$ cat src/logic/uad_params.svh
// Constants for the serial receiver with address detect.
// Included by the package and the receiver; definitions only.
`ifndef UAD_PARAMS_SVH
`define UAD_PARAMS_SVH
// Register indices; the byte address is four times the index
`define UAD_IDX_IRQ_FLAGS  10'h00C
`define UAD_IDX_RX_STATUS  10'h018
`define UAD_IDX_RX_DATA    10'h01A
`define UAD_IDX_IRQ_ENABLE 10'h08C
`define UAD_IDX_TX_STATUS  10'h098
`define UAD_IDX_BAUD       10'h099
// Receive status/control fields
`define UAD_RC_PORT_EN   7
`define UAD_RC_NINE_BIT  6
`define UAD_RC_SINGLE_EN 5
`define UAD_RC_CONT_EN   4
`define UAD_RC_ADDR_DET  3
`define UAD_RC_FRAME_ERR 2
`define UAD_RC_OVERRUN   1
`define UAD_RC_NINTH     0
`define UAD_RC_WMASK     8'hF8
// Transmit status/control fields
`define UAD_TX_CLK_SRC 7
`define UAD_TX_SYNC  4
`define UAD_TX_WMASK 8'hF5
`define UAD_TX_TRMT  8'h02
// Interrupt flag and enable position
`define UAD_IRQ_RC   5
// Reset values
`define UAD_RC_RST   8'h00
`define UAD_TX_RST   8'h02
`define UAD_BAUD_RST 8'h00
// Oversampling: sixteen samples per bit
`define UAD_SMP_MID  4'h7
`define UAD_SMP_LAST 4'hF
`define UAD_BITS_8   4'h7
`define UAD_BITS_9   4'h8
`define UAD_FIFO_FULL 2'h2
// AXI responses
`define UAD_RESP_OKAY   2'h0
`define UAD_RESP_SLVERR 2'h2
`endif

$ cat src/logic/uad_pkg.sv
// Types for the serial receiver with address detect.
// Needs uad_params.svh on the include path.
`include "uad_params.svh"
package uad_pkg;
  typedef enum logic [1:0] {
    UAD_IDLE  = 2'h0,
    UAD_START = 2'h1,
    UAD_DATA  = 2'h3,
    UAD_STOP  = 2'h2
  } uad_rx_state_t;

  typedef struct packed {
    logic [7:0] data;
    logic       ninth;
    logic       frame_err;
  } uad_entry_t;

  typedef struct packed {
    logic [7:0]    rc;
    logic [7:0]    tx;
    logic [7:0]    baud;
    logic          rx_irq_en;
    uad_entry_t    [1:0] fifo;
    logic          head;
    logic [1:0]    count;
    logic          overrun;
    uad_rx_state_t rx_st;
    logic [7:0]    tick_cnt;
    logic [3:0]    smp;
    logic [3:0]    bits;
    logic [8:0]    sr;
    logic          aw_got;
    logic [9:0]    aw_idx;
    logic          w_got;
    logic [7:0]    wdata;
    logic          wstb;
    logic          awready;
    logic          wready;
    logic          bvalid;
    logic [1:0]    bresp;
    logic          arready;
    logic          rvalid;
    logic [31:0]   rdata;
    logic [1:0]    rresp;
    logic          irq;
    logic          sclk_out;
    logic          sclk_oe_n;
  } uad_state_t;
endpackage

$ cat src/logic/uad_rx.sv
// Serial receiver with nine-bit frames, address detect and a two-entry
// receive buffer, behind an AXI4-Lite register slave.
// Assumes rx_in and tx_busy are synchronous to clk; tx_busy comes from
// the companion transmitter.
// Notes on behaviour
// Nine-bit mode captures nine bits; ninth goes to the ninth-bit flag.
// Address detect acts only with its enable and nine-bit mode both set.
// Under address detect a frame is buffered and flagged only if bit 8 is one.
// The remote master sends ninth bit one for addresses, zero for data.
// Under address detect a frame with ninth bit zero is not buffered.
// An ignored data byte is overwritten by the next shifted frame.
// Address detect enable is ignored in eight-bit mode.
// Without address detect every frame is buffered, ninth bit passed through.
// After address detect is cleared, frames buffer whatever their ninth bit.
// Continuous-receive enable at status bit 4 enables reception.
// Software clears synchronous select and sets port enable first.
// Receive-complete flag marks buffered data; interrupt only when enabled.
// Software reads status before data to keep ninth bit and errors.
// Clearing continuous-receive enable clears the overrun flag.
// With address detect, continuous or single receive enable starts reception.
// Addressed slave software clears address detect to take all bytes.
// Synchronous master is half duplex; no reception while transmitting.
// Synchronous mode follows transmit status bit 4.
// Port enable at status bit 7 hands the pins to the port.
// Clock-source select at transmit bit 7 makes the port drive the clock.
// Two-entry buffer; a frame arriving when full sets overrun and is lost.
// While overrun is set no frame enters the buffer.
// Framing error set on low stop bit, buffered with its byte.
// Receive-complete flag is read-only, clears when the buffer is empty.
// Reading data pops the oldest entry; flags follow the next entry.
`timescale 1ns/1ps
`include "uad_params.svh"
module uad_rx (
  input  wire logic        clk,             // 250 MHz clock
  input  wire logic        sys_rst,         // Sync reset, high
  input  wire logic [11:0] s_axi_awaddr,    // Write address
  input  wire logic        s_axi_awvalid,   // Write address valid
  output logic             s_axi_awready,   // Write address ready
  input  wire logic [31:0] s_axi_wdata,     // Write data
  input  wire logic [3:0]  s_axi_wstrb,     // Byte enables
  input  wire logic        s_axi_wvalid,    // Write data valid
  output logic             s_axi_wready,    // Write data ready
  output logic [1:0]       s_axi_bresp,     // Write response
  output logic             s_axi_bvalid,    // Write response valid
  input  wire logic        s_axi_bready,    // Write response ready
  input  wire logic [11:0] s_axi_araddr,    // Read address
  input  wire logic        s_axi_arvalid,   // Read address valid
  output logic             s_axi_arready,   // Read address ready
  output logic [31:0]      s_axi_rdata,     // Read data
  output logic [1:0]       s_axi_rresp,     // Read response
  output logic             s_axi_rvalid,    // Read data valid
  input  wire logic        s_axi_rready,    // Read data ready
  input  wire logic        rx_in,           // Serial data in
  input  wire logic        tx_busy,         // Transmitter shifting
  output logic             sync_clock_out,  // Shift clock level
  output logic             sync_clock_oe_n, // Clock drive, low drives
  output logic             rx_irq           // Receive interrupt request
);
  uad_pkg::uad_state_t s;
  uad_pkg::uad_state_t next_s;

  always_comb begin
    logic             tick;
    logic             rx_on;
    logic             master;
    logic             addr_mode;
    logic             deliver;
    logic             nb_head;
    logic [1:0]       nb_cnt;
    logic [7:0]       rd;
    logic             hit;
    logic             port_on;
    logic             sync_sel;
    logic             clk_src;
    logic             rx_en_any;
    logic             nine_bit;
    logic             sclk_run;
    uad_pkg::uad_entry_t ent;
    tick      = 1'b0;
    rx_on     = 1'b0;
    master    = 1'b0;
    addr_mode = 1'b0;
    deliver   = 1'b0;
    nb_head   = 1'b0;
    nb_cnt    = 2'h0;
    rd        = 8'h00;
    hit       = 1'b0;
    port_on   = 1'b0;
    sync_sel  = 1'b0;
    clk_src   = 1'b0;
    rx_en_any = 1'b0;
    nine_bit  = 1'b0;
    sclk_run  = 1'b0;
    ent       = '0;
    next_s    = s;

    // Sample tick, sixteen per bit
    tick = (s.tick_cnt == s.baud);
    next_s.tick_cnt = tick ? 8'h00 : s.tick_cnt + 8'h01;

    port_on   = s.rc[`UAD_RC_PORT_EN];
    sync_sel  = s.tx[`UAD_TX_SYNC];
    clk_src   = s.tx[`UAD_TX_CLK_SRC];
    rx_en_any = s.rc[`UAD_RC_CONT_EN] || s.rc[`UAD_RC_SINGLE_EN];
    nine_bit  = s.rc[`UAD_RC_NINE_BIT];
    // Async reception needs port on, async mode and either enable
    rx_on     = port_on && !sync_sel && rx_en_any
                && !tx_busy;
    master    = port_on && sync_sel && clk_src;
    addr_mode = nine_bit && s.rc[`UAD_RC_ADDR_DET];

    nb_head = s.head;
    nb_cnt  = s.count;

    // Write channel: address and data taken in either order
    if (s_axi_awvalid && s.awready) begin
      next_s.aw_got  = 1'b1;
      next_s.aw_idx  = s_axi_awaddr[11:2];
      next_s.awready = 1'b0;
    end
    if (s_axi_wvalid && s.wready) begin
      next_s.w_got  = 1'b1;
      next_s.wdata  = s_axi_wdata[7:0];
      next_s.wstb   = s_axi_wstrb[0];
      next_s.wready = 1'b0;
    end
    if (s.aw_got && s.w_got && !s.bvalid) begin
      hit = 1'b1;
      unique case (s.aw_idx)
        `UAD_IDX_RX_STATUS: begin
          if (s.wstb) begin
            next_s.rc = s.wdata & `UAD_RC_WMASK;
            if (!s.wdata[`UAD_RC_CONT_EN]) begin
              next_s.overrun = 1'b0;
            end
          end
        end
        `UAD_IDX_IRQ_ENABLE: begin
          if (s.wstb) begin
            next_s.rx_irq_en = s.wdata[`UAD_IRQ_RC];
          end
        end
        `UAD_IDX_TX_STATUS: begin
          if (s.wstb) begin
            next_s.tx = s.wdata & `UAD_TX_WMASK;
          end
        end
        `UAD_IDX_BAUD: begin
          if (s.wstb) begin
            next_s.baud = s.wdata;
          end
        end
        // Flag and data registers take no writes; flag is hardware owned
        `UAD_IDX_IRQ_FLAGS: hit = 1'b1;
        `UAD_IDX_RX_DATA:   hit = 1'b1;
        default:            hit = 1'b0;
      endcase
      next_s.bvalid = 1'b1;
      next_s.bresp  = hit ? `UAD_RESP_OKAY : `UAD_RESP_SLVERR;
    end
    if (s.bvalid && s_axi_bready) begin
      next_s.bvalid  = 1'b0;
      next_s.aw_got  = 1'b0;
      next_s.w_got   = 1'b0;
      next_s.awready = 1'b1;
      next_s.wready  = 1'b1;
    end

    // Read channel
    if (s_axi_arvalid && s.arready) begin
      hit = 1'b1;
      unique case (s_axi_araddr[11:2])
        `UAD_IDX_IRQ_FLAGS: begin
          rd = 8'h00;
          rd[`UAD_IRQ_RC] = (s.count != 2'h0);
        end
        `UAD_IDX_RX_STATUS: begin
          // Control bits echo; frame-error and ninth-bit flags show the oldest buffered frame
          rd[`UAD_RC_PORT_EN]   = s.rc[`UAD_RC_PORT_EN];
          rd[`UAD_RC_NINE_BIT]  = s.rc[`UAD_RC_NINE_BIT];
          rd[`UAD_RC_SINGLE_EN] = s.rc[`UAD_RC_SINGLE_EN];
          rd[`UAD_RC_CONT_EN]   = s.rc[`UAD_RC_CONT_EN];
          rd[`UAD_RC_ADDR_DET]  = s.rc[`UAD_RC_ADDR_DET];
          rd[`UAD_RC_FRAME_ERR] = s.fifo[s.head].frame_err;
          rd[`UAD_RC_OVERRUN]   = s.overrun;
          rd[`UAD_RC_NINTH]     = s.fifo[s.head].ninth;
        end
        `UAD_IDX_RX_DATA: begin
          rd = s.fifo[s.head].data;
          if (s.count != 2'h0) begin
            nb_head = ~s.head;
            nb_cnt  = s.count - 2'h1;
          end
        end
        `UAD_IDX_IRQ_ENABLE: begin
          rd = 8'h00;
          rd[`UAD_IRQ_RC] = s.rx_irq_en;
        end
        `UAD_IDX_TX_STATUS: rd = s.tx | `UAD_TX_TRMT;
        `UAD_IDX_BAUD:      rd = s.baud;
        default: begin
          rd  = 8'h00;
          hit = 1'b0;
        end
      endcase
      next_s.arready = 1'b0;
      next_s.rvalid  = 1'b1;
      next_s.rdata   = {24'h000000, rd};
      next_s.rresp   = hit ? `UAD_RESP_OKAY : `UAD_RESP_SLVERR;
    end
    if (s.rvalid && s_axi_rready) begin
      next_s.rvalid  = 1'b0;
      next_s.arready = 1'b1;
    end

    // Receive sequencer
    if (!rx_on) begin
      next_s.rx_st = uad_pkg::UAD_IDLE;
    end else if (tick) begin
      unique case (s.rx_st)
        uad_pkg::UAD_IDLE: begin
          if (!rx_in) begin
            next_s.rx_st = uad_pkg::UAD_START;
            next_s.smp   = 4'h0;
          end
        end
        uad_pkg::UAD_START: begin
          // Recheck at mid bit to reject glitches
          if (s.smp == `UAD_SMP_MID) begin
            next_s.smp  = 4'h0;
            next_s.bits = 4'h0;
            next_s.rx_st = rx_in ? uad_pkg::UAD_IDLE : uad_pkg::UAD_DATA;
          end else begin
            next_s.smp = s.smp + 4'h1;
          end
        end
        uad_pkg::UAD_DATA: begin
          next_s.smp = s.smp + 4'h1;
          if (s.smp == `UAD_SMP_LAST) begin
            // New frame overwrites any ignored byte
            next_s.sr   = {rx_in, s.sr[8:1]};
            next_s.bits = s.bits + 4'h1;
            if (s.bits == (nine_bit ? `UAD_BITS_9 : `UAD_BITS_8)) begin
              next_s.rx_st = uad_pkg::UAD_STOP;
            end
          end
        end
        uad_pkg::UAD_STOP: begin
          next_s.smp = s.smp + 4'h1;
          if (s.smp == `UAD_SMP_LAST) begin
            next_s.rx_st = uad_pkg::UAD_IDLE;
            if (nine_bit) begin
              ent.data  = s.sr[7:0];
              ent.ninth = s.sr[8];
            end else begin
              ent.data  = s.sr[8:1];
              ent.ninth = 1'b0;
            end
            ent.frame_err = !rx_in;
            deliver = !addr_mode || s.sr[8];
            // A pop in this cycle has already freed its slot
            if (deliver && !s.overrun) begin
              if (nb_cnt == `UAD_FIFO_FULL) begin
                next_s.overrun = 1'b1;
              end else begin
                next_s.fifo[nb_head ^ nb_cnt[0]] = ent;
                nb_cnt = nb_cnt + 2'h1;
              end
            end
          end
        end
      endcase
    end
    next_s.head  = nb_head;
    next_s.count = nb_cnt;

    // Interrupt request follows buffered data and its enable
    next_s.irq = (nb_cnt != 2'h0) && next_s.rx_irq_en;

    // Synchronous master owns the clock line; idles high
    // Parked while transmitting so no receive edges are made
    sclk_run = master && rx_en_any && !tx_busy;
    next_s.sclk_oe_n = !master;
    if (sclk_run) begin
      if (tick) begin
        next_s.sclk_out = ~s.sclk_out;
      end
    end else begin
      next_s.sclk_out = 1'b1;
    end
  end

  always_ff @(posedge clk) begin
    if (sys_rst) begin
      // Every field named, so none is left to chance
      s.rc        <= `UAD_RC_RST;
      s.tx        <= `UAD_TX_RST & `UAD_TX_WMASK;
      s.baud      <= `UAD_BAUD_RST;
      s.rx_irq_en <= 1'b0;

      s.fifo      <= '0;
      s.head      <= 1'b0;
      s.count     <= 2'h0;
      s.overrun   <= 1'b0;

      s.rx_st     <= uad_pkg::UAD_IDLE;
      s.tick_cnt  <= 8'h00;
      s.smp       <= 4'h0;
      s.bits      <= 4'h0;
      s.sr        <= 9'h000;

      s.aw_got    <= 1'b0;
      s.aw_idx    <= 10'h000;
      s.w_got     <= 1'b0;
      s.wdata     <= 8'h00;
      s.wstb      <= 1'b0;
      s.awready   <= 1'b1;
      s.wready    <= 1'b1;
      s.bvalid    <= 1'b0;
      s.bresp     <= `UAD_RESP_OKAY;
      s.arready   <= 1'b1;
      s.rvalid    <= 1'b0;
      s.rdata     <= 32'h00000000;
      s.rresp     <= `UAD_RESP_OKAY;

      s.irq       <= 1'b0;
      s.sclk_out  <= 1'b1;
      s.sclk_oe_n <= 1'b1;
    end else begin
      s <= next_s;
    end
  end

  assign s_axi_awready   = s.awready;
  assign s_axi_wready    = s.wready;
  assign s_axi_bresp     = s.bresp;
  assign s_axi_bvalid    = s.bvalid;
  assign s_axi_arready   = s.arready;
  assign s_axi_rdata     = s.rdata;
  assign s_axi_rresp     = s.rresp;
  assign s_axi_rvalid    = s.rvalid;
  assign sync_clock_out  = s.sclk_out;
  assign sync_clock_oe_n = s.sclk_oe_n;
  assign rx_irq          = s.irq;
endmodule

$ cat config.mk
export PLATFORM = sky130hd
export DESIGN_NAME = uad_rx
export DESIGN_NICKNAME = d
export VERILOG_FILES = /design/src/logic/uad_pkg.sv /design/src/logic/uad_rx.sv
export VERILOG_INCLUDE_DIRS = /design/src /design/src/logic
export SDC_FILE = /design/constraint.sdc
export NUM_CORES = 1
export LEC_CHECK = 0
export BUFFER_PORTS_ARGS = -buffer_cell sky130_fd_sc_hd__buf_2
export CAP_MARGIN = 20
export CORE_MARGIN = 10
export CORE_UTILIZATION = 51
export CTS_BUF_LIST = sky130_fd_sc_hd__clkbuf_2 sky130_fd_sc_hd__clkbuf_4 sky130_fd_sc_hd__clkbuf_8
export DETAILED_ROUTE_END_ITERATION = 16
export PLACE_DENSITY = 0.84
export SKIP_LAST_GASP = 1
export SLEW_MARGIN = 20
export SYNTH_ARGS = -nofsm -noshare
export SYNTH_HDL_FRONTEND = slang
export SYNTH_SLANG_ARGS = --single-unit
$ cat constraint.sdc
create_clock -name clk -period 3.4 [get_ports clk]
set_clock_uncertainty 0.05 [all_clocks]
set_input_delay 0.68 -clock clk [delete_from_list [all_inputs] [get_ports clk]]
set_output_delay 0.68 -clock clk [all_outputs]
set_load 0.03 [all_outputs]
---- After elaboration in Yosys (flattened, before gate mapping) ----
Cells that the tools add are included.
word-level totals
  register bits ........................... 112
  input port bits ......................... 69
  output and inout bits ................... 44
  word-level logic and storage cells ...... 175
operators by class
  $add $sub $neg .......................... 5
  magnitude comparators ................... 3
  eq/ne operators ......................... 25
  multiplexer cells ....................... 55
  bitwise logic cells ..................... 6
  reductions and logical operators ........ 47
operator list
  cell                                                              number
  10-bit by 8-bit == test with 1-bit output, second input constant  6
  8-bit one-hot mux with 6 select lines                             1
  9-bit two-way mux                                                 5
  10-bit by 5-bit == test with 1-bit output, second input constant  4
  2-bit two-way mux                                                 16
  10-bit two-way mux                                                3
  20-bit bitwise mux                                                1
  10-bit by 4-bit == test with 1-bit output, second input constant  2
  1-bit logical AND                                                 18
  1-bit two-way mux                                                 18
  4-bit two-way mux                                                 4
  13-bit two-way mux                                                1
  4-bit one-hot mux with 3 select lines                             1
  3-bit AND reduction                                               4
  6-bit AND reduction                                               2
  2-bit OR reduction                                                6
  6-bit OR reduction                                                2
  10-bit demux with 1-bit select                                    1
  2-bit inequality test, second input constant                      5
  4-bit by 1-bit adder with 4-bit output, second input constant     2
  8-bit by 1-bit adder with 8-bit output, second input constant     1
  8-bit == test                                                     1
  2-bit one-hot mux with 4 select lines                             1
  4-bit one-hot mux with 2 select lines                             1
  other kinds (18)                                                  35

---- Logic depth before layout (Yosys ltp) ----
  depth in word-level cells ............... 13
  depth in mapped cells ................... 11
  gate-level depth less buffers ........... 9

---- Worst setup path after synthesis ----
No wires, ideal clock.
  path kind ............................... in2reg
  start point ............................. input s_axi_araddr[2]
  end point ............................... register s[100] (netlist bit)
  library setup time ...................... 0.086 ns
  arrival ................................. 3.164 ns
  data required time ...................... 3.264 ns
  slack ................................... 0.100 ns
  cell stages on the path ................. 11
  path buffers ............................ 3
  path through ............................ buf_2 > nor4b_1 > nand4_1 > nor3b_1 > a21oi_1 > ha_1 > clkbuf_1 > nor4_4 > buf_2 > a21oi_1 > a211oi_1
between the ends
  word-level cells in the longest chain between the ends .. 9
  elaborated cells between the ends (all ways) .. 15
  those cells by class .................... order compare (2); eq/ne (2); mux (7); bitwise (2); reduce/logical (2)
RTL lines
  what                                                                                                                RTL line       source
  from (decl)                                                                                                         uad_rx.sv:46   input wire logic [11:0] s_axi_araddr,
  10-bit by 5-bit == test with 1-bit output *                                                                         uad_rx.sv:172  unique case (s_axi_araddr[11:2])
  1-bit two-way mux or 2-bit two-way mux (tied branches)                                                              uad_rx.sv:172
  1-bit two-way mux or 2-bit two-way mux (tied branches)                                                              uad_rx.sv:170  if (s_axi_arvalid && s.arready) begin
  1-bit XOR                                                                                                           uad_rx.sv:266  next_s.fifo[nb_head ^ nb_cnt[0]] = ent;
  1-bit by 2-bit less-than comparator with 1-bit output (implied by the code) or 1-bit >= comparator (tied branches)  uad_rx.sv:266
  1-bit logical AND (implied by the code)                                                                             uad_rx.sv:266
  10-bit two-way mux (implied by the code)                                                                            uad_rx.sv:266
  10-bit demux with 1-bit select                                                                                      uad_rx.sv:266
  20-bit bitwise mux                                                                                                  uad_rx.sv:266
  to (decl)                                                                                                           uad_rx.sv:59   uad_pkg::uad_state_t s;
Mark *: on every way between the ends. The rest lies on a longest branch, timed or not.
A chain may end at the register's enable or synchronous reset.

---- Final worst setup path ----
  start point ............................. input s_axi_araddr[2]
  end point ............................... register s[99] (netlist bit)
The elaborated chain is that of the path after synthesis.

==> flow_summary.yaml <==
pwr:
  p_leak_nw: 2.24
  p_total_w: 0.00238
  ir_worst_vdd_mv: 0.206
  p_per_area_mw_per_mm2: 414
yosys:
  synth.top_cells.by_area: "dfxtp_1 42%, mux2i_1 9.8%, a21oi_1 5.5%, buf_4 5.1%, nor2_1 4.7%"
  synth_xor_area_frac: 0.0328
  syn_area_per_cell_um2: 8.87
  synth-seq-area-share: 0.415
  synth.area.mux_share: 0.111
  synth_top_family_by_area: "simple AND/OR/NAND/NOR gates"
  synth-simple-area-share: 0.208
  synth.largest_area_cell: "dfxtp_1"
  syn-cell-area_mm2: 0.00530
  yosysUniqueCellTypes: 62
  synth_enable_flop_cells: 0
  synthCells: 598
  ys_warn_count: 0
  synth_compound_area_frac: 0.139
  synthArstFlopShare: 0
  synthFlopType: "dfxtp_1"
  yosysTopAreaCellShare: 0.415
  yosys.area_share.adder: 0.0118
  ys_ff_latch: 110
timing:
  slew_headroom: 0.357
  timing.final.ws_setup_ns: 0.530
  tightest_slew_ns: 0.957
  finalSetupViolations: 0
  max_freq_mhz: 348
  final.setup.tns_ns: 0
  min_period_ns: 2.87
  rsz0062_at_grt: "no"
  drv_slew: 0
  min_period_over_period: 0.844
  finalHoldViolCount: 0
job:
  timing.max_cap.violations: 0
critical_path:
  end_kind: "flip-flop"
  critPathArrivalTime_ns: 3.11
  cp-start-kind: "input port"
  critPathKind: "input port to flip-flop"
  required_ns: 3.64
  crit_fanout: 18
run_status:
  status: "complete, no violations"
final_layout:
  multiInputGateArea_mm2: 0.00277
  finalNetCount: 707
  layout-drive-gt1-share: 0.154
  fin_util: 0.563
  top_register: "s"
  fin_cells: 772
  largest_register_ffs: 92
  final_common_cell: "dfxtp_1"
  layout_common_cells: "110 x dfxtp_1, 66 x nor2_1, 61 x nand2_1"
  syn2layout_area_growth_pct: 8.63
  antennaDiodeCount: 0
  fill_cells: 926
  seq_area_mm2: 0.00220
floorplanning:
  fp.dieW_um: 122
  coreArea_mm2: 0.0102
  start_util: 0.518
  die_y_um: 122
  io-pin-count: 113
  std_cell_rows: 37
  die_area_mm2: 0.0149
global_routing:
  grt_pass1_wl_um: 20000
  grt_pass1_vias: 4187
  grt_max_degree: 39
  antenna_found_initial: 0
  grt.total_usage: 0.163
  grt-ovfl-total: 0
clock_tree:
  hold_buffers: 0
  clk_latency_ns: 0.38
  cts-buffers-inserted: 9
  cts_sinks: 110
  h-tree-depth: 3
  clk_path_buf_depth: 2
  path_clk_slew_ns: 0.10
  cts_setup_buffers: 0
  root_buffer: "clkbuf_8"
  cts_resized: 0
  cts_tree: "done"
place:
  placedCellCount: 758
  io_buffers: 55
  post-place-ws_ns: 0.138
  dp_hpwl_um: 9320
  gp_congestion: 0.895
detailed_routing:
  routed_wl_um: 12400
  wl_per_cell_um: 16.1
  first_pass_iters: 6
  viasPerCell: 5.68
  drcViolationCount: 0
  first_iter_violations: 323
  ant_nets: 0
  vias: 4386
min_path:
  hold_class: "flip-flop to flip-flop"
-- critical path, cell delays in order --
cell      delay, ns
buf_2          0.12
nor4b_1        0.37
nand4_1        0.34
nor3b_1        0.28
a21oi_1        0.10
ha_1           0.34
nor4_4         0.36
buf_12         0.18
a21oi_1        0.08
a211oi_1       0.26
-- where the power goes --
part | leakage (nW) | total (W) | internal (W) | switching [W]
Sequential | 0.891 | 0.00133 | 0.00131 | 0.0000192
Clock | 0.111 | 0.000879 | 0.000449 | 0.000430
Combinational | 1.23 | 0.000176 | 0.0000504 | 0.000126
Total | 2.24 | 0.00238 | 0.00181 | 0.000575
-- final timing paths --
check                              start                           to  slack (ns)  depth (start not counted)
max                      s_axi_araddr[2]           s[99]$_SDFFE_PP0P_        0.53                         10
min          s_axi_rdata[4]$_SDFFE_PP0N_  s_axi_rdata[4]$_SDFFE_PP0N_        0.41                          2
max reg2reg   s_axi_arready$_SDFFE_PP1N_           s[99]$_SDFFE_PP0P_        0.77                          9
min reg2reg  s_axi_rdata[4]$_SDFFE_PP0N_  s_axi_rdata[4]$_SDFFE_PP0N_        0.41                          2
-- cell families (layout without fill, tap and decap cells) --
kind of cell | after synthesis | in the layout
AOI/OAI and AO/OA | 121 | 121
xor gates and xnor gates | 19 | 19
adders and majority gates | 5 | 5
buffers and inverters | 77 | 90
DFF | 110 | 110
muxes | 56 | 56
other | 1 | 26
and+or+nand+nor | 209 | 209
-- final cells by class --
| cell class | instances | share of cell area |
|---|---|---|
| multi-input combinational | 436 | 0.480 |
| sequential | 110 | 0.382 |
| timing repair buffer | 65 | 0.0630 |
| tap | 136 | 0.0295 |
| clock buffer | 11 | 0.0263 |
| clock inverter | 3 | 0.0119 |
| inverter | 11 | 0.00717 |
-- stage by stage --
step           area [um2]  hold WS [ns]
3_5_place_dp         5540         0.401
5_1_grt              5760         0.434
4_1_cts              5760         0.414
6_report             5760         0.413
2_1_floorplan        5400         0.367
3_3_place_gp         5540         0.388
-- cells in the mapped netlist, drive strengths merged, types with 3 or more instances --
cell type and number:
and2 6, a21oi 58, nor3 7, nor2b 7, o21a 3, o21ai 16, or3 4, clkbuf 18
nor4 6, nand3 7, inv 11, dfxtp 110, nand3b 5, buf 48, nand2 61, nand4 9
a211oi 27, or3b 4, nor2 66, or4 5, mux2i 52, and3 4, nor3b 5, ha 5
xor2 4, xnor2 15, nor4b 4
-- metal layers --
metal	global-route usage	up-vias	part of all wire
met2	0.284	169	0.49
met4	0.0484	0	0.022
met3	0.0463	31	0.078
met1	0.190	2073	0.41
li1	-	2113	-
met5	0	-	0
No activity file was read; power rests on OpenSTA's default activity.
